===== config.mk =====
export PLATFORM = sky130hd
export DESIGN_NAME = usbls_sched
export DESIGN_NICKNAME = d
export VERILOG_FILES = /design/src/usbls_pkg.sv /design/src/usbls_frame_if.sv /design/src/usbls_frame_timer.sv /design/src/usbls_sched.sv
export SDC_FILE = /design/constraint.sdc
export NUM_CORES = 2
export LEC_CHECK = 0
export BUFFER_PORTS_ARGS = -buffer_cell sky130_fd_sc_hd__buf_2
export CORE_UTILIZATION = 50
export CTS_BUF_LIST = sky130_fd_sc_hd__clkbuf_4 sky130_fd_sc_hd__clkbuf_8 sky130_fd_sc_hd__clkbuf_16
export DETAILED_ROUTE_END_ITERATION = 8
export GPL_ROUTABILITY_DRIVEN = 0
export PLACE_DENSITY = 0.76
export SLEW_MARGIN = 10
export SYNTH_ARGS = -nofsm -noshare
export SYNTH_HDL_FRONTEND = slang
export SYNTH_SLANG_ARGS = --single-unit

===== constraint.sdc =====
create_clock -name CLK_IN -period 21.5 [get_ports CLK_IN]
set_input_delay 4.3 -clock CLK_IN [delete_from_list [all_inputs] [get_ports CLK_IN]]
set_output_delay 4.3 -clock CLK_IN [all_outputs]
set_load 0.05 [all_outputs]

===== src/usbls_pkg.sv =====
// Constants, field layouts and state codes for the USB list scheduler.
// Assumes a single 125 MHz system clock shared by every module of the block.
package usbls_pkg;

  // ----------------------------------------------------------------
  // Clock, frame and signalling rates
  // ----------------------------------------------------------------
  localparam int          CLK_HZ     = 125_000_000;
  localparam int          FRAME_US   = 1000;
  localparam int          FRAME_CYC  = (CLK_HZ / 1_000_000) * FRAME_US;
  localparam int          FS_BPS     = 12_000_000;
  localparam int          LS_BPS     = 1_200_000;
  localparam int          ACC_W      = 24;
  localparam logic [23:0] FS_STEP    = 24'((longint'(FS_BPS) << ACC_W) / CLK_HZ);
  localparam logic [23:0] LS_STEP    = 24'((longint'(LS_BPS) << ACC_W) / CLK_HZ);

  // ----------------------------------------------------------------
  // Root hub and shared area
  // ----------------------------------------------------------------
  localparam int          NUM_PORTS  = 3;
  localparam int          IDX_W      = 5;
  localparam logic [31:0] HCCA_FRNUM = 32'h0000_0080;
  localparam logic [31:0] HCCA_DONE  = 32'h0000_0084;
  localparam logic [31:0] WORD_BYTES = 32'h0000_0004;
  localparam logic [31:0] TD_NEXT_OF = 32'h0000_0008;
  localparam logic [31:0] TD_CBP_OF  = 32'h0000_0004;
  localparam logic [31:0] ED_HEAD_OF = 32'h0000_0008;
  localparam logic [31:0] PTR_MASK   = 32'hFFFF_FFF0;

  // ----------------------------------------------------------------
  // Descriptor field positions
  // ----------------------------------------------------------------
  localparam int          ED_FA_LSB  = 0;
  localparam int          ED_EN_LSB  = 7;
  localparam int          ED_D_LSB   = 11;
  localparam int          ED_S_BIT   = 13;
  localparam int          ED_K_BIT   = 14;
  localparam int          ED_F_BIT   = 15;
  localparam int          ED_MPS_LSB = 16;
  localparam int          ED_H_BIT   = 0;
  localparam int          ED_C_BIT   = 1;
  localparam int          TD_DP_LSB  = 19;
  localparam int          TD_T_LSB   = 24;
  localparam int          TD_CC_LSB  = 28;
  localparam logic [3:0]  CC_NOERR   = 4'h0;
  localparam logic [13:0] PAGE_BYTES = 14'h1000;

  // ----------------------------------------------------------------
  // Scheduler states
  // ----------------------------------------------------------------
  typedef enum logic [3:0] {
    S_IDLE   = 4'h0, S_SOF    = 4'h1, S_FNW    = 4'h2, S_DHW    = 4'h3,
    S_NPSEL  = 4'h4, S_PHEAD  = 4'h5, S_EDRD   = 4'h6, S_EDCHK  = 4'h7,
    S_TDRD   = 4'h8, S_TXN    = 4'h9, S_TXWAIT = 4'hA, S_TDWB0  = 4'hB,
    S_TDWB1  = 4'hC, S_TDLINK = 4'hD, S_EDWB   = 4'hE, S_NEXT   = 4'hF
  } usbls_state_t;

endpackage


===== src/usbls_frame_if.sv =====
// Frame timing signals between the frame timer and the list scheduler.
// Assumes both ends run on the same system clock.
`timescale 1ns/100ps
interface usbls_frame_if;
  logic        run;
  logic [13:0] per_start;
  logic        sof;
  logic        periodic_due;
  logic        fs_tick;
  logic        ls_tick;
  logic [15:0] frame_num;
  modport timer (input run, per_start, output sof, periodic_due, fs_tick, ls_tick, frame_num);
  modport sched (output run, per_start, input sof, periodic_due, fs_tick, ls_tick, frame_num);
endinterface


===== src/usbls_frame_timer.sv =====
// Frame interval counter, frame number and bit-rate enables.
// Assumes run and per_start come from logic on the same clock.
`timescale 1ns/100ps
module usbls_frame_timer #(
  parameter int FRAME_CYCLES = usbls_pkg::FRAME_CYC
) (
  input  wire logic      clk_in,
  input  wire logic      rst_in,
  usbls_frame_if.timer   fi
);

  logic [16:0] remain_ff;
  logic [23:0] fs_acc_ff;
  logic [23:0] ls_acc_ff;
  logic [24:0] fs_sum;
  logic [24:0] ls_sum;

  assign fs_sum = {1'b0, fs_acc_ff} + {1'b0, usbls_pkg::FS_STEP};
  assign ls_sum = {1'b0, ls_acc_ff} + {1'b0, usbls_pkg::LS_STEP};

  // ----------------------------------------------------------------
  // Frame interval: SOF pulse and frame number step at wrap
  // ----------------------------------------------------------------
  always_ff @(posedge clk_in or posedge rst_in) begin
    if (rst_in) begin
      remain_ff       <= 17'h00000;
      fi.sof          <= 1'b0;
      fi.frame_num    <= 16'h0000;
      fi.periodic_due <= 1'b0;
    end else if (!fi.run) begin
      remain_ff       <= 17'h00000;
      fi.sof          <= 1'b0;
      fi.periodic_due <= 1'b0;
    end else begin
      fi.sof          <= (remain_ff == 17'h00000);
      fi.periodic_due <= (remain_ff <= {3'h0, fi.per_start});
      if (remain_ff == 17'h00000) begin
        remain_ff    <= 17'(FRAME_CYCLES - 1);
        fi.frame_num <= fi.frame_num + 16'h0001;
      end else begin
        remain_ff <= remain_ff - 17'h00001;
      end
    end
  end

  // ----------------------------------------------------------------
  // Full-speed and low-speed bit enables from phase accumulators
  // ----------------------------------------------------------------
  always_ff @(posedge clk_in or posedge rst_in) begin
    if (rst_in) begin
      fs_acc_ff  <= 24'h000000;
      ls_acc_ff  <= 24'h000000;
      fi.fs_tick <= 1'b0;
      fi.ls_tick <= 1'b0;
    end else begin
      fs_acc_ff  <= fs_sum[23:0];
      ls_acc_ff  <= ls_sum[23:0];
      fi.fs_tick <= fs_sum[24];
      fi.ls_tick <= ls_sum[24];
    end
  end

endmodule


===== src/usbls_sched.sv =====
// List scheduler: frame sequencing, descriptor walk and done queue.
// Assumes a word memory master that answers MEM_REQ_OUT with a one-cycle MEM_ACK_IN,
// and a serial engine that answers TXN_REQ_OUT with a one-cycle TXN_DONE_IN.
// Function
// - Serve low-speed and full-speed bit rates.
// - Three root hub downstream ports.
// - Operational settings are inputs only, never master.
// - Master all accesses to shared area.
// - Take fields from ED, follow next link.
// - Handle 0-8192 byte buffers, one page crossing.
// - Serve endpoint TDs oldest first.
// - Control and bulk heads held locally.
// - Isochronous EDs reached via interrupt list tail.
// - Interrupt head chosen by frame low 5 bits.
// - Periodic every frame, nonperiodic as time allows.
// - Frames last 1.0 ms.
// - SOF first in every frame.
// - Nonperiodic until threshold, then periodic.
// - After periodic, nonperiodic fills remainder.
// - Write frame number to shared area each frame.
// - Retired TD goes to done queue head.
// - n control per one bulk, resuming lists.
`timescale 1ns/100ps
module usbls_sched #(
  parameter int FRAME_CYCLES = usbls_pkg::FRAME_CYC
) (
  input  wire logic        CLK_IN,
  input  wire logic        RST_IN,
  input  wire logic        RUN_IN,
  input  wire logic        CTRL_EN_IN,
  input  wire logic        BULK_EN_IN,
  input  wire logic        PER_EN_IN,
  input  wire logic [1:0]  CB_RATIO_IN,
  input  wire logic [31:0] HCCA_BASE_IN,
  input  wire logic [31:0] CTRL_HEAD_IN,
  input  wire logic [31:0] BULK_HEAD_IN,
  input  wire logic [13:0] PER_START_IN,
  input  wire logic [2:0]  PORT_ON_IN,
  input  wire logic        MEM_ACK_IN,
  input  wire logic [31:0] MEM_RDATA_IN,
  input  wire logic        TXN_DONE_IN,
  input  wire logic [3:0]  TXN_CC_IN,
  input  wire logic [10:0] TXN_BYTES_IN,
  output logic             MEM_REQ_OUT,
  output logic             MEM_WR_OUT,
  output logic [31:0]      MEM_ADDR_OUT,
  output logic [31:0]      MEM_WDATA_OUT,
  output logic             SOF_OUT,
  output logic [15:0]      FRAME_NUM_OUT,
  output logic             BIT_EN_OUT,
  output logic [2:0]       PORT_MASK_OUT,
  output logic             TXN_REQ_OUT,
  output logic [6:0]       TXN_FADDR_OUT,
  output logic [3:0]       TXN_EP_OUT,
  output logic [1:0]       TXN_DIR_OUT,
  output logic             TXN_LS_OUT,
  output logic             TXN_ISO_OUT,
  output logic             TXN_TOGGLE_OUT,
  output logic [31:0]      TXN_BUF_OUT,
  output logic [10:0]      TXN_LEN_OUT
);

  usbls_frame_if fi ();
  usbls_pkg::usbls_state_t state_ff;
  logic [31:0] ed_w [0:3];
  logic [31:0] td_w [0:3];
  logic [1:0]  wcnt_ff;
  logic [31:0] ed_ptr_ff, td_ptr_ff, done_head_ff, ctrl_cur_ff, bulk_cur_ff;
  logic        per_ff, per_done_ff, sof_pend_ff, sel_ctrl_ff, retire_ff, tog_ff;
  logic [3:0]  cc_ff;
  logic [2:0]  cb_cnt_ff;
  logic [31:0] cbp_ff;
  logic [2:0]  port_s1_ff, port_s2_ff;
  logic [31:0] nxt_addr, nxt_wdata, ctrl_ptr, bulk_ptr, cbp, be, ed_next;
  logic        nxt_wr, use_ctrl, tog, ed_skip;
  logic [13:0] buf_len, pkt, sum;
  logic [10:0] mps;

  usbls_frame_timer #(.FRAME_CYCLES(FRAME_CYCLES)) u_timer (
    .clk_in (CLK_IN),
    .rst_in (RST_IN),
    .fi     (fi)
  );

  assign fi.run        = RUN_IN;
  assign fi.per_start  = PER_START_IN;
  assign FRAME_NUM_OUT = fi.frame_num;

  // ----------------------------------------------------------------
  // Port enable pins, three-stage synchronisers
  // ----------------------------------------------------------------
  genvar gp;
  generate
    for (gp = 0; gp < usbls_pkg::NUM_PORTS; gp++) begin : g_port
      always_ff @(posedge CLK_IN or posedge RST_IN) begin
        if (RST_IN) begin
          port_s1_ff[gp]    <= 1'b0;
          port_s2_ff[gp]    <= 1'b0;
          PORT_MASK_OUT[gp] <= 1'b0;
        end else begin
          port_s1_ff[gp]    <= PORT_ON_IN[gp];
          port_s2_ff[gp]    <= port_s1_ff[gp];
          PORT_MASK_OUT[gp] <= port_s2_ff[gp];
        end
      end
    end
  endgenerate

  // ----------------------------------------------------------------
  // Descriptor decode
  // ----------------------------------------------------------------
  assign cbp      = td_w[1];
  assign be       = td_w[3];
  assign mps      = ed_w[0][usbls_pkg::ED_MPS_LSB +: 11];
  assign ed_next  = ed_w[3] & usbls_pkg::PTR_MASK;
  assign ctrl_ptr = (ctrl_cur_ff == 32'h0) ? CTRL_HEAD_IN : ctrl_cur_ff;
  assign bulk_ptr = (bulk_cur_ff == 32'h0) ? BULK_HEAD_IN : bulk_cur_ff;
  assign use_ctrl = CTRL_EN_IN && (ctrl_ptr != 32'h0) &&
                    ((cb_cnt_ff <= {1'b0, CB_RATIO_IN}) || !BULK_EN_IN ||
                     (bulk_ptr == 32'h0));
  assign tog      = td_w[0][usbls_pkg::TD_T_LSB + 1] ? td_w[0][usbls_pkg::TD_T_LSB]
                                                     : ed_w[2][usbls_pkg::ED_C_BIT];
  assign ed_skip  = ed_w[0][usbls_pkg::ED_K_BIT] || ed_w[2][usbls_pkg::ED_H_BIT] ||
                    ((ed_w[2] & usbls_pkg::PTR_MASK) == (ed_w[1] & usbls_pkg::PTR_MASK));
  assign sum      = {2'b00, cbp_ff[11:0]} + {3'b000, TXN_BYTES_IN};

  // Buffer span, at most one page crossing
  always_comb begin
    if (cbp == 32'h0) begin
      buf_len = 14'h0000;
    end else if (cbp[31:12] == be[31:12]) begin
      buf_len = {2'b00, be[11:0]} - {2'b00, cbp[11:0]} + 14'h0001;
    end else begin
      buf_len = usbls_pkg::PAGE_BYTES - {2'b00, cbp[11:0]} + {2'b00, be[11:0]} + 14'h0001;
    end
    pkt = (buf_len > {3'b000, mps}) ? {3'b000, mps} : buf_len;
  end

  // ----------------------------------------------------------------
  // Memory request per state
  // ----------------------------------------------------------------
  always_comb begin
    nxt_wr    = 1'b0;
    nxt_addr  = 32'h0;
    nxt_wdata = 32'h0;
    unique case (state_ff)
      usbls_pkg::S_FNW: begin
        nxt_wr    = 1'b1;
        nxt_addr  = HCCA_BASE_IN + usbls_pkg::HCCA_FRNUM;
        nxt_wdata = {16'h0000, fi.frame_num};
      end
      usbls_pkg::S_DHW: begin
        nxt_wr    = 1'b1;
        nxt_addr  = HCCA_BASE_IN + usbls_pkg::HCCA_DONE;
        nxt_wdata = done_head_ff;
      end
      usbls_pkg::S_PHEAD: nxt_addr = HCCA_BASE_IN + {25'h0, fi.frame_num[4:0], 2'b00};
      usbls_pkg::S_EDRD:  nxt_addr = ed_ptr_ff + {28'h0, wcnt_ff, 2'b00};
      usbls_pkg::S_TDRD:  nxt_addr = td_ptr_ff + {28'h0, wcnt_ff, 2'b00};
      usbls_pkg::S_TDWB0: begin
        nxt_wr    = 1'b1;
        nxt_addr  = td_ptr_ff;
        nxt_wdata = {cc_ff, td_w[0][27:26], 1'b1, tog_ff, td_w[0][23:0]};
      end
      usbls_pkg::S_TDWB1: begin
        nxt_wr    = 1'b1;
        nxt_addr  = td_ptr_ff + usbls_pkg::TD_CBP_OF;
        nxt_wdata = cbp_ff;
      end
      usbls_pkg::S_TDLINK: begin
        nxt_wr    = 1'b1;
        nxt_addr  = td_ptr_ff + usbls_pkg::TD_NEXT_OF;
        nxt_wdata = done_head_ff;
      end
      usbls_pkg::S_EDWB: begin
        nxt_wr    = 1'b1;
        nxt_addr  = ed_ptr_ff + usbls_pkg::ED_HEAD_OF;
        nxt_wdata = (td_w[2] & usbls_pkg::PTR_MASK) |
                    {30'h0, tog_ff, (cc_ff != usbls_pkg::CC_NOERR)};
      end
      default: ;
    endcase
  end

  // ----------------------------------------------------------------
  // Scheduler sequence and memory bus
  // ----------------------------------------------------------------
  always_ff @(posedge CLK_IN or posedge RST_IN) begin
    if (RST_IN) begin
      state_ff <= usbls_pkg::S_IDLE;
      MEM_REQ_OUT <= 1'b0;
      MEM_WR_OUT <= 1'b0;
      MEM_ADDR_OUT <= 32'h0;
      MEM_WDATA_OUT <= 32'h0;
      SOF_OUT <= 1'b0;
      TXN_REQ_OUT <= 1'b0;
      TXN_FADDR_OUT <= 7'h00;
      TXN_EP_OUT <= 4'h0;
      TXN_DIR_OUT <= 2'h0;
      TXN_LS_OUT <= 1'b0;
      TXN_ISO_OUT <= 1'b0;
      TXN_TOGGLE_OUT <= 1'b0;
      TXN_BUF_OUT <= 32'h0;
      TXN_LEN_OUT <= 11'h000;
      for (int i = 0; i < 4; i++) begin
        ed_w[i] <= 32'h0;
        td_w[i] <= 32'h0;
      end
      wcnt_ff <= 2'h0;
      ed_ptr_ff <= 32'h0;
      td_ptr_ff <= 32'h0;
      done_head_ff <= 32'h0;
      ctrl_cur_ff <= 32'h0;
      bulk_cur_ff <= 32'h0;
      per_ff <= 1'b0;
      per_done_ff <= 1'b0;
      sof_pend_ff <= 1'b0;
      sel_ctrl_ff <= 1'b0;
      retire_ff <= 1'b0;
      tog_ff <= 1'b0;
      cc_ff <= 4'h0;
      cb_cnt_ff <= 3'h0;
      cbp_ff <= 32'h0;
    end else begin
      SOF_OUT <= 1'b0;
      if (fi.sof) begin
        sof_pend_ff <= 1'b1;
      end else if (state_ff == usbls_pkg::S_SOF) begin
        sof_pend_ff <= 1'b0;
      end
      if (nxt_wr || state_ff inside {usbls_pkg::S_PHEAD, usbls_pkg::S_EDRD,
                                     usbls_pkg::S_TDRD}) begin
        if (!MEM_REQ_OUT) begin
          MEM_REQ_OUT <= 1'b1;
          MEM_WR_OUT <= nxt_wr;
          MEM_ADDR_OUT <= nxt_addr;
          MEM_WDATA_OUT <= nxt_wdata;
        end else if (MEM_ACK_IN) begin
          MEM_REQ_OUT <= 1'b0;
        end
      end
      unique case (state_ff)
        usbls_pkg::S_IDLE: if (RUN_IN && fi.sof) state_ff <= usbls_pkg::S_SOF;
        usbls_pkg::S_SOF: begin
          SOF_OUT <= 1'b1;
          per_done_ff <= !PER_EN_IN;
          state_ff <= usbls_pkg::S_FNW;
        end
        usbls_pkg::S_FNW: if (MEM_REQ_OUT && MEM_ACK_IN) state_ff <= usbls_pkg::S_DHW;
        usbls_pkg::S_DHW: if (MEM_REQ_OUT && MEM_ACK_IN) state_ff <= usbls_pkg::S_NPSEL;
        usbls_pkg::S_NPSEL: begin
          if (!RUN_IN) begin
            state_ff <= usbls_pkg::S_IDLE;
          end else if (sof_pend_ff) begin
            state_ff <= usbls_pkg::S_SOF;
          end else if (fi.periodic_due && !per_done_ff) begin
            per_ff <= 1'b1;
            state_ff <= usbls_pkg::S_PHEAD;
          end else if (use_ctrl) begin
            per_ff <= 1'b0;
            sel_ctrl_ff <= 1'b1;
            ed_ptr_ff <= ctrl_ptr;
            cb_cnt_ff <= cb_cnt_ff + 3'h1;
            state_ff <= usbls_pkg::S_EDRD;
          end else if (BULK_EN_IN && bulk_ptr != 32'h0) begin
            per_ff <= 1'b0;
            sel_ctrl_ff <= 1'b0;
            ed_ptr_ff <= bulk_ptr;
            cb_cnt_ff <= 3'h0;
            state_ff <= usbls_pkg::S_EDRD;
          end
        end
        usbls_pkg::S_PHEAD: if (MEM_REQ_OUT && MEM_ACK_IN) begin
          ed_ptr_ff <= MEM_RDATA_IN & usbls_pkg::PTR_MASK;
          if ((MEM_RDATA_IN & usbls_pkg::PTR_MASK) == 32'h0) begin
            per_done_ff <= 1'b1;
            state_ff <= usbls_pkg::S_NPSEL;
          end else begin
            state_ff <= usbls_pkg::S_EDRD;
          end
        end
        usbls_pkg::S_EDRD, usbls_pkg::S_TDRD: if (MEM_REQ_OUT && MEM_ACK_IN) begin
          if (state_ff == usbls_pkg::S_EDRD) ed_w[wcnt_ff] <= MEM_RDATA_IN;
          else td_w[wcnt_ff] <= MEM_RDATA_IN;
          wcnt_ff <= wcnt_ff + 2'h1;
          if (wcnt_ff == 2'h3) begin
            state_ff <= (state_ff == usbls_pkg::S_EDRD) ? usbls_pkg::S_EDCHK
                                                        : usbls_pkg::S_TXN;
          end
        end
        usbls_pkg::S_EDCHK: begin
          td_ptr_ff <= ed_w[2] & usbls_pkg::PTR_MASK;
          state_ff <= ed_skip ? usbls_pkg::S_NEXT : usbls_pkg::S_TDRD;
        end
        usbls_pkg::S_TXN: begin
          TXN_REQ_OUT <= 1'b1;
          TXN_FADDR_OUT <= ed_w[0][usbls_pkg::ED_FA_LSB +: 7];
          TXN_EP_OUT <= ed_w[0][usbls_pkg::ED_EN_LSB +: 4];
          TXN_DIR_OUT <= (ed_w[0][12] ^ ed_w[0][11]) ? ed_w[0][usbls_pkg::ED_D_LSB +: 2]
                                                     : td_w[0][usbls_pkg::TD_DP_LSB +: 2];
          TXN_LS_OUT <= ed_w[0][usbls_pkg::ED_S_BIT];
          TXN_ISO_OUT <= ed_w[0][usbls_pkg::ED_F_BIT];
          TXN_TOGGLE_OUT <= tog;
          TXN_BUF_OUT <= cbp;
          TXN_LEN_OUT <= pkt[10:0];
          cbp_ff <= cbp;
          state_ff <= usbls_pkg::S_TXWAIT;
        end
        usbls_pkg::S_TXWAIT: if (TXN_DONE_IN) begin
          TXN_REQ_OUT <= 1'b0;
          cc_ff <= TXN_CC_IN;
          tog_ff <= (TXN_CC_IN == usbls_pkg::CC_NOERR) ? !tog : tog;
          retire_ff <= (TXN_CC_IN != usbls_pkg::CC_NOERR) ||
                       ({3'b000, TXN_BYTES_IN} != pkt) ||
                       ({3'b000, TXN_BYTES_IN} == buf_len);
          if ({3'b000, TXN_BYTES_IN} == buf_len) cbp_ff <= 32'h0;
          else if (sum[12]) cbp_ff <= {be[31:12], sum[11:0]};
          else cbp_ff <= {cbp_ff[31:12], sum[11:0]};
          state_ff <= usbls_pkg::S_TDWB0;
        end
        usbls_pkg::S_TDWB0: if (MEM_REQ_OUT && MEM_ACK_IN) state_ff <= usbls_pkg::S_TDWB1;
        usbls_pkg::S_TDWB1: if (MEM_REQ_OUT && MEM_ACK_IN) begin
          state_ff <= retire_ff ? usbls_pkg::S_TDLINK : usbls_pkg::S_NEXT;
        end
        usbls_pkg::S_TDLINK: if (MEM_REQ_OUT && MEM_ACK_IN) begin
          done_head_ff <= td_ptr_ff;
          state_ff <= usbls_pkg::S_EDWB;
        end
        usbls_pkg::S_EDWB: if (MEM_REQ_OUT && MEM_ACK_IN) state_ff <= usbls_pkg::S_NEXT;
        usbls_pkg::S_NEXT: begin
          if (per_ff) begin
            ed_ptr_ff <= ed_next;
            per_done_ff <= (ed_next == 32'h0);
            state_ff <= (ed_next == 32'h0) ? usbls_pkg::S_NPSEL : usbls_pkg::S_EDRD;
          end else begin
            if (sel_ctrl_ff) ctrl_cur_ff <= ed_next;
            else bulk_cur_ff <= ed_next;
            state_ff <= usbls_pkg::S_NPSEL;
          end
        end
      endcase
    end
  end

  // ----------------------------------------------------------------
  // Bit enable for the active speed
  // ----------------------------------------------------------------
  always_ff @(posedge CLK_IN or posedge RST_IN) begin
    if (RST_IN) begin
      BIT_EN_OUT <= 1'b0;
    end else begin
      BIT_EN_OUT <= TXN_LS_OUT ? fi.ls_tick : fi.fs_tick;
    end
  end

endmodule

# Word-level counts from Yosys, hierarchy flattened
# Cells that the tools add are included.
[classes]
addsub = 20
magnitude_cmp = 5
n_eq_ne = 39
mux = 72
bitwise_logic = 9
n_reduce_logical = 57
[op_table]
columns = ["op", "count"]
rows = [
  ["2-to-1 mux 32 bit", 13],
  ["one-hot mux 32 bit (9 select lines)", 1],
  ["bitwise mux 128 bit", 2],
  ["zero test 32 bit", 6],
  ["one-hot mux 32 bit (5 select lines)", 1],
  ["one-hot mux 32 bit (3 select lines)", 1],
  ["2-to-1 mux 4 bit", 17],
  ["adder 32 x 4 -> 32 bit", 2],
  ["adder 32 x 4 -> 32 bit (second input constant)", 2],
  ["adder 32 x 8 -> 32 bit (second input constant)", 2],
  ["demux 32 bit (select 2 bit)", 1],
  ["one-hot mux 32 bit (2 select lines)", 1],
  ["nonzero test 32 bit", 2],
  ["one-hot mux 4 bit (15 select lines)", 1],
  ["2-to-1 mux 14 bit", 3],
  ["2-to-1 mux 17 bit", 2],
  ["adder 32 x 3 -> 32 bit (second input constant)", 1],
  ["adder 32 x 7 -> 32 bit", 1],
  ["== test 4 bit (second input constant)", 8],
  ["OR 32 x 2 -> 32 bit", 1],
  ["== test 28 bit", 1],
  ["inequality test 2 bit (second input constant)", 14],
  ["adder 24 x 18 -> 25 bit (second input constant)", 1],
  ["adder 24 x 21 -> 25 bit (second input constant)", 1],
  ["49 further kinds", 117],
]
[totals]
regBits = 673
in_bits = 170
output_inout_bits = 147
elab_cells = 259

# Logic depth before layout (Yosys ltp)
[logic_depth]
depth_word = 10
depth_mapped = 25
mapped_depth_nobuf = 23

# Hierarchy
# Synthesis repeated with hierarchy kept, for this count alone.
[hier_totals]
hier_cells = 3205
hier_area_um2 = 34046.4
[modules_own_cells]
columns = ["mod", "instances", "cells_per_inst", "area_per_inst_um2"]
rows = [
  ["usbls_sched", 1, 2812, 29896.2],
  ["usbls_frame_timer", 1, 393, 4150.2],
]

# Worst setup path after synthesis
# Ideal clock, no wire load.
[synth_timing]
path_kind = "input -> register"
startpoint = "in TXN_BYTES_IN[0]"
endpoint = "reg cbp_ff[12]"
setup_time_ns = 0.125
arrival_ns = 6.856
required_ns = 21.375
path_slack_ns = 14.519
cell_stages = 14
n_path_buf = 1
path_cell_list = "ha_1 -> fa_1 -> a21o_1 -> a21oi_1 -> o21bai_1 -> a21oi_1 -> o21bai_1 -> a21oi_1 -> nor2b_1 -> o21a_1 -> o21a_1 -> o21a_4 -> buf_8 -> mux2_4"
[synth_via]
elab_chain_len = 4
elab_cells_between_ends = 7
cone_classes = "1 x add/sub; 2 x eq/ne; 3 x mux; 1 x reduce/logical"
[synth_rtl]
columns = ["element", "line", "source"]
rows = [
  ["start, declared", "usbls_sched.sv:43", "input wire logic [10:0] TXN_BYTES_IN,"],
  ["parallel branches: the longest is 4 deep, another holds adder 12 x 11 -> 13 bit", "-", ""],
  ["end signal, assigned", "usbls_sched.sv:306", "cbp_ff <= cbp;"],
  ["end signal, assigned", "usbls_sched.sv:317", "else if (sum[12]) cbp_ff <= {be[31:12], sum[11:0]};"],
  ["end signal, assigned", "usbls_sched.sv:318", "else cbp_ff <= {cbp_ff[31:12], sum[11:0]};"],
  ["end, declared", "usbls_sched.sv:72", "logic [31:0] cbp_ff;"],
]
# Parallel ways; which one is timed is not known. The select of a mux whose other input is x is not followed.
# A chain may end at the register's enable or synchronous reset.

# Final worst setup path
[layout_timing]
startpoint = "in CTRL_HEAD_IN[18]"
endpoint = "reg ed_ptr_ff[6]"
[layout_via]
elab_chain_len = 9
elab_cells_between_ends = 11
cone_classes = "1 x eq/ne; 6 x mux; 4 x reduce/logical"
[layout_rtl]
columns = ["element", "line", "source"]
rows = [
  ["start, declared", "usbls_sched.sv:35", "input wire logic [31:0] CTRL_HEAD_IN,"],
  ["2-to-1 mux 32 bit (*)", "usbls_sched.sv:116", "assign ctrl_ptr = (ctrl_cur_ff == 32'h0) ? CTRL_HEAD_IN : ctrl_cur_ff;"],
  ["nonzero test 32 bit (*)", "usbls_sched.sv:118", "assign use_ctrl = CTRL_EN_IN && (ctrl_ptr != 32'h0) &&"],
  ["logical AND 1 bit (*) (2 in series)", "usbls_sched.sv:118", ""],
  ["2-to-1 mux 32 bit", "usbls_sched.sv:259", "end else if (use_ctrl) begin"],
  ["2-to-1 mux 32 bit", "usbls_sched.sv:256", "end else if (fi.periodic_due && !per_done_ff) begin"],
  ["2-to-1 mux 32 bit", "usbls_sched.sv:254", "end else if (sof_pend_ff) begin"],
  ["2-to-1 mux 32 bit", "usbls_sched.sv:252", "if (!RUN_IN) begin"],
  ["one-hot mux 32 bit (3 select lines)", "usbls_sched.sv:242", "unique case (state_ff)"],
  ["end signal, assigned", "usbls_sched.sv:262", "ed_ptr_ff <= ctrl_ptr;"],
  ["end signal, assigned", "usbls_sched.sv:268", "ed_ptr_ff <= bulk_ptr;"],
  ["end signal, assigned", "usbls_sched.sv:274", "ed_ptr_ff <= MEM_RDATA_IN & usbls_pkg::PTR_MASK;"],
  ["end, declared", "usbls_sched.sv:68", "logic [31:0] ed_ptr_ff, td_ptr_ff, done_head_ff, ctrl_cur_ff, bulk_cur_ff;"],
]
# Mark *: on every way between the ends. The rest lies on a longest branch, timed or not. The select of a mux whose other input is x is not followed.

==> impl_results.html <==
<table>
<tr><th>Metric</th><th>Value</th></tr>
<tr><th colspan="2">Outcome</th></tr>
<tr><td>Status</td><td>finished clean</td></tr>
<tr><th colspan="2">Synth</th></tr>
<tr><td>Number of synthesis warnings</td><td>0</td></tr>
<tr><td>Largest family of logic cells by synthesized area</td><td>compound AO/OA/AOI/OAI gates</td></tr>
<tr><td>Post-synthesis sequential area ratio</td><td>a little under half</td></tr>
<tr><td>Syn Area/Cell</td><td>between 10 and 15 um2</td></tr>
<tr><td>Top FF cell, synth</td><td>sky130_fd_sc_hd__dfrtp_1</td></tr>
<tr><td>Area fraction in compound gates after synthesis</td><td>~14%</td></tr>
<tr><td>Number of enable flip-flop cells after synthesis</td><td>0</td></tr>
<tr><td>Number of library cell types mapped by synthesis</td><td>88</td></tr>
<tr><td>Number of register bits inferred by synthesis</td><td>about 650</td></tr>
<tr><td>Share of synthesized cell area in and, or, nand and nor gates</td><td>about an eighth</td></tr>
<tr><td>Gate count of the mapped netlist</td><td>3273</td></tr>
<tr><td>Share of flip-flops with an asynchronous set or reset</td><td>between 90% and 100%</td></tr>
<tr><td>Portion of netlist area occupied by mux cells</td><td>13.03%</td></tr>
<tr><td>Net count after synthesis</td><td>approximately 3500</td></tr>
<tr><td>Netlist Area Pre-Place</td><td>about 0.034 mm2</td></tr>
<tr><td>Share of synthesized cell area in full adder, half adder and majority cells</td><td>roughly 3.9%</td></tr>
<tr><td>Synthesized-area fraction occupied by xor and xnor cells</td><td>approximately 5.7%</td></tr>
<tr><th colspan="2">STA</th></tr>
<tr><td>Highest achievable clock rate</td><td>between 100 and 150 MHz</td></tr>
<tr><td>Max-slew violation count</td><td>0</td></tr>
<tr><td>Number of setup violations in the final report</td><td>0</td></tr>
<tr><td>Number of hold violations in the final report</td><td>0</td></tr>
<tr><td>Hold_ws</td><td>approximately 340 ps</td></tr>
<tr><td>Shortest clock period the worst path allows after layout</td><td>6910 ps</td></tr>
<tr><td>Final Skew</td><td>~28 ps</td></tr>
<tr><td>Worst slew slack as a fraction of its limit</td><td>between 10% and 20%</td></tr>
<tr><td>Smallest setup slack after layout</td><td>about 15000 ps</td></tr>
<tr><td>RSZ-0062 raised after global routing</td><td>no</td></tr>
<tr><td>Post-route setup TNS</td><td>0 ps</td></tr>
<tr><td>Actual transition at the worst max-transition pin</td><td>approximately 1300 ps</td></tr>
<tr><td>Crit share post-route</td><td>approximately a third</td></tr>
<tr><th colspan="2">Die</th></tr>
<tr><td>Floorplan Core Area</td><td>between 0.06 and 0.07 mm2</td></tr>
<tr><td>I/O pin count</td><td>317</td></tr>
<tr><td>X dimension of the die</td><td>264.0 um</td></tr>
<tr><td>Die ar.</td><td>0.06967 mm2</td></tr>
<tr><td>Starting Density</td><td>between 50% and 60%</td></tr>
<tr><td>Placement Rows</td><td>95</td></tr>
<tr><td>Y dimension of the die</td><td>about 260 um</td></tr>
<tr><th colspan="2">Placed design</th></tr>
<tr><td>I/O Buffers</td><td>approximately 320</td></tr>
<tr><td>HPWL after DPL</td><td>roughly 77 mm</td></tr>
<tr><td>Worst Setup Slack post-DPL</td><td>about 14000 ps</td></tr>
<tr><td>Total placed instance area</td><td>roughly 0.037 mm2</td></tr>
<tr><th colspan="2">Critical path</th></tr>
<tr><td>Worst Path Required</td><td>around 22000 ps</td></tr>
<tr><td>Reg-to-reg setup timing slack</td><td>about 15000 ps</td></tr>
<tr><td>Crit path DAT</td><td>~7400 ps</td></tr>
<tr><td>Maximum fanout count along the critical path</td><td>64</td></tr>
<tr><td>Slowest stage delay, CP</td><td>about 980 ps</td></tr>
<tr><td>Nature of the critical path endpoint</td><td>register</td></tr>
<tr><td>Worst path top cell family by delay</td><td>compound AO/OA/AOI/OAI gates</td></tr>
<tr><td>Crit path buf inv count</td><td>2</td></tr>
<tr><td>Slowest library cell on the worst path</td><td>sky130_fd_sc_hd__o41ai_1</td></tr>
<tr><td>Worst path cell trace</td><td>buf_2, nor4_1, nand4_1, o41ai_1, nand2_1, and3_1, o211ai_1, buf_4, o21ai_0</td></tr>
<tr><td>Crit path launch type</td><td>input port</td></tr>
<tr><td>Kind of critical path</td><td>in -&gt; reg</td></tr>
<tr><th colspan="2">Global routing</th></tr>
<tr><td>Grt ovf</td><td>0</td></tr>
<tr><td>Global Route Usage Sum</td><td>a little under a third</td></tr>
<tr><td>Via count of the first global-routing pass</td><td>~27000</td></tr>
<tr><td>Pin count of the biggest net entering global routing</td><td>183</td></tr>
<tr><td>Antenna violations before repair</td><td>6</td></tr>
<tr><td>First-pass GRT wire length</td><td>roughly 170 mm</td></tr>
<tr><th colspan="2">Route</th></tr>
<tr><td>Overall routed net length</td><td>109.0 mm</td></tr>
<tr><td>Routed vias/inst</td><td>roughly 6.3</td></tr>
<tr><td>Count of antenna-violating nets left after detailed routing</td><td>0</td></tr>
<tr><td>Number of vias after detailed routing</td><td>about 28000</td></tr>
<tr><td>DR pass1 iterations</td><td>7</td></tr>
<tr><td>Iteration-0 DRC count of the detailed router</td><td>around 3700</td></tr>
<tr><td>Mean routed wirelength per cell</td><td>24.48 um</td></tr>
<tr><td>DRC viols</td><td>0</td></tr>
<tr><th colspan="2">Power and ir drop</th></tr>
<tr><td>Largest voltage drop on the vdd net</td><td>approximately 0.14 mV</td></tr>
<tr><td>Leakage</td><td>approximately 19 nW</td></tr>
<tr><td>Total power</td><td>~7.4 mW</td></tr>
<tr><td>Areal power density over the cells</td><td>about 190 mW/mm2</td></tr>
<tr><th colspan="2">Final layout</th></tr>
<tr><td>Number of nets in the final layout</td><td>between 3000 and 4000</td></tr>
<tr><td>Top library cells by usage in the layout, fill and taps aside</td><td>648 x sky130_fd_sc_hd__dfrtp_1, 389 x sky130_fd_sc_hd__nand2_1, 357 x sky130_fd_sc_hd__mux2_2, 316 x sky130_fd_sc_hd__buf_2, 155 x sky130_fd_sc_hd__nor2_1</td></tr>
<tr><td>Area growth syn-to-layout</td><td>14.03%</td></tr>
<tr><td>Post-Layout Inst Area</td><td>0.03913 mm2</td></tr>
<tr><td>Leading cell type in the layout, fill and taps excluded</td><td>sky130_fd_sc_hd__dfrtp_1</td></tr>
<tr><td>Layout cells sized above 1</td><td>between 20% and 30%</td></tr>
<tr><th colspan="2">Clock network</th></tr>
<tr><td>Total number of clock tree sinks</td><td>648</td></tr>
<tr><td>TritonCTS clock tree</td><td>done</td></tr>
<tr><td>Clock Root Buffer</td><td>sky130_fd_sc_hd__clkbuf_16</td></tr>
<tr><td>Clock-pin transition on the worst setup and hold timing paths</td><td>approximately 60 ps</td></tr>
<tr><td>Worst skew pair latency</td><td>630 ps</td></tr>
<tr><td>Setup Fix Bufs, Post-CTS</td><td>0</td></tr>
<tr><td>Max clock buf depth</td><td>3</td></tr>
<tr><td>H-tree lvl count</td><td>3</td></tr>
<tr><td>CTS hold repair buffers</td><td>0</td></tr>
<tr><td>Number of buffers created by CTS</td><td>73</td></tr>
<tr><td>PostCTS Resize Cnt</td><td>0</td></tr>
<tr><th colspan="2">Worst hold path</th></tr>
<tr><td>HP Class</td><td>reg -&gt; reg</td></tr>
<tr><th colspan="2">Run</th></tr>
<tr><td>Number of max-cap violations</td><td>0</td></tr>
</table>
-- path summary, 6_finish.rpt --
kind / startpoint / to / depth (start not counted)
min in group asynchronous: RST_IN / port_s2_ff[0]$_DFF_PP0_ / 2
worst min register to register: port_s1_ff[1]$_DFF_PP0_ / port_s2_ff[1]$_DFF_PP0_ / 0
max in group asynchronous: RST_IN / MEM_ADDR_OUT[14]$_DFFE_PP0P_ / 5
worst min-delay path: port_s1_ff[1]$_DFF_PP0_ / port_s2_ff[1]$_DFF_PP0_ / 0
worst max register to register: cbp[2]$_DFFE_PP0P_ / TXN_LEN_OUT[5]$_DFFE_PP0P_ / 20
worst max-delay path: CTRL_HEAD_IN[18] / ed_ptr_ff[6]$_DFFE_PP0P_ / 9
-- power by group --
part / internal, mW / leakage (nW) / switching (mW)
clock network: 0.742 / 1.22 / 0.528
logic: 1.50 / 8.84 / 2.54
registers: 1.60 / 8.60 / 0.474
total: 3.84 / 18.7 / 3.55
-- cells in the mapped netlist (14+ instances only) --
| master | count | share of area [%] |
|---|---|---|
| sky130_fd_sc_hd__dfrtp_1 | 648 | 47 |
| sky130_fd_sc_hd__nand2_1 | 392 | 4.3 |
| sky130_fd_sc_hd__mux2_2 | 357 | 12 |
| sky130_fd_sc_hd__nor2_1 | 163 | 1.8 |
| sky130_fd_sc_hd__clkbuf_1 | 140 | 1.5 |
| sky130_fd_sc_hd__xnor2_1 | 129 | 3.3 |
| sky130_fd_sc_hd__a21oi_1 | 128 | 1.9 |
| sky130_fd_sc_hd__o21ai_0 | 121 | 1.8 |
| sky130_fd_sc_hd__inv_1 | 116 | 1.3 |
| sky130_fd_sc_hd__xor2_1 | 93 | 2.4 |
| sky130_fd_sc_hd__ha_1 | 83 | 3.0 |
| sky130_fd_sc_hd__nor4_1 | 74 | 1.3 |
| sky130_fd_sc_hd__nand3_1 | 70 | 1.0 |
| sky130_fd_sc_hd__a211oi_1 | 67 | 1.5 |
| sky130_fd_sc_hd__a221oi_1 | 48 | 1.2 |
| sky130_fd_sc_hd__nand4_1 | 43 | 0.78 |
| sky130_fd_sc_hd__nor3_1 | 43 | 0.63 |
| sky130_fd_sc_hd__a22oi_1 | 36 | 0.79 |
| sky130_fd_sc_hd__a31oi_1 | 36 | 0.66 |
| sky130_fd_sc_hd__o31ai_1 | 36 | 0.79 |
| sky130_fd_sc_hd__a22o_1 | 34 | 0.87 |
| sky130_fd_sc_hd__buf_1 | 32 | 0.35 |
| sky130_fd_sc_hd__and3_1 | 29 | 0.53 |
| sky130_fd_sc_hd__nor2b_1 | 25 | 0.46 |
| sky130_fd_sc_hd__o21a_1 | 25 | 0.55 |
| sky130_fd_sc_hd__a222oi_1 | 24 | 0.70 |
| sky130_fd_sc_hd__mux2_4 | 20 | 0.88 |
| sky130_fd_sc_hd__a21o_1 | 17 | 0.37 |
| sky130_fd_sc_hd__nand2b_1 | 16 | 0.29 |
| sky130_fd_sc_hd__fa_1 | 14 | 0.82 |
| sky130_fd_sc_hd__mux2i_1 | 14 | 0.41 |
-- flip-flops by register name, indices dropped and copies added, names as in the netlist, 32 cells and up --
name           cells
MEM_ADDR_OUT      32
cbp_ff            32
cbp               32
ed_w              85
ed_ptr_ff         32
MEM_WDATA_OUT     32
be                32
td_w              56
TXN_BUF_OUT       32
-- area by class of cell --
type	instances	area, um2
Inverter	117	442.9
Antenna cell	5	12.51
Tap cell	873	1092
Clock buffer	104	2201
Timing Repair Buffer	358	1922
Fill cell	5624	28390
Sequential cell	648	16220
Clock inverter	26	245.2
Multi-Input combinational cell	2322	17000
-- cells by family (layout without fill, tap and decap cells) --
family / after synthesis / after routing
simple gates: 930 / 930
compound gates: 678 / 678
flops: 648 / 648
mux: 392 / 392
buf+inv: 303 / 605
xor+xnor: 223 / 223
fa+ha+maj: 99 / 99
other cells: 0 / 5
-- layer usage --
layer  vias to the layer above  routed length [um]  global-route usage [%]
met3                       348               10680                   6.646
met2                      1619               48640                   46.93
met5                         -                  13                       0
met4                         2                5977                   15.57
met1                     13880               43710                   42.11
li1                      12390                   -                       -
-- worst reg2reg max path: cells and delay by family, from the launching register on --
family / cells / cell delay (ps)
compound gates: 7 / 2160
simple gates: 6 / 1350
fa+ha+maj: 3 / 1120
buf+inv: 3 / 530
flops: 1 / 470
mux: 1 / 260
-- through the flow --
stage / instances / utilization [%]
3_3_place_gp: 4318 / 54.31
5_1_grt: 4450 / 57.94
3_5_place_dp: 4318 / 54.31
4_1_cts: 4448 / 57.93
6_report: 4453 / 57.95
2_1_floorplan: 3273 / -
Power figures use the tool's default switching activity.
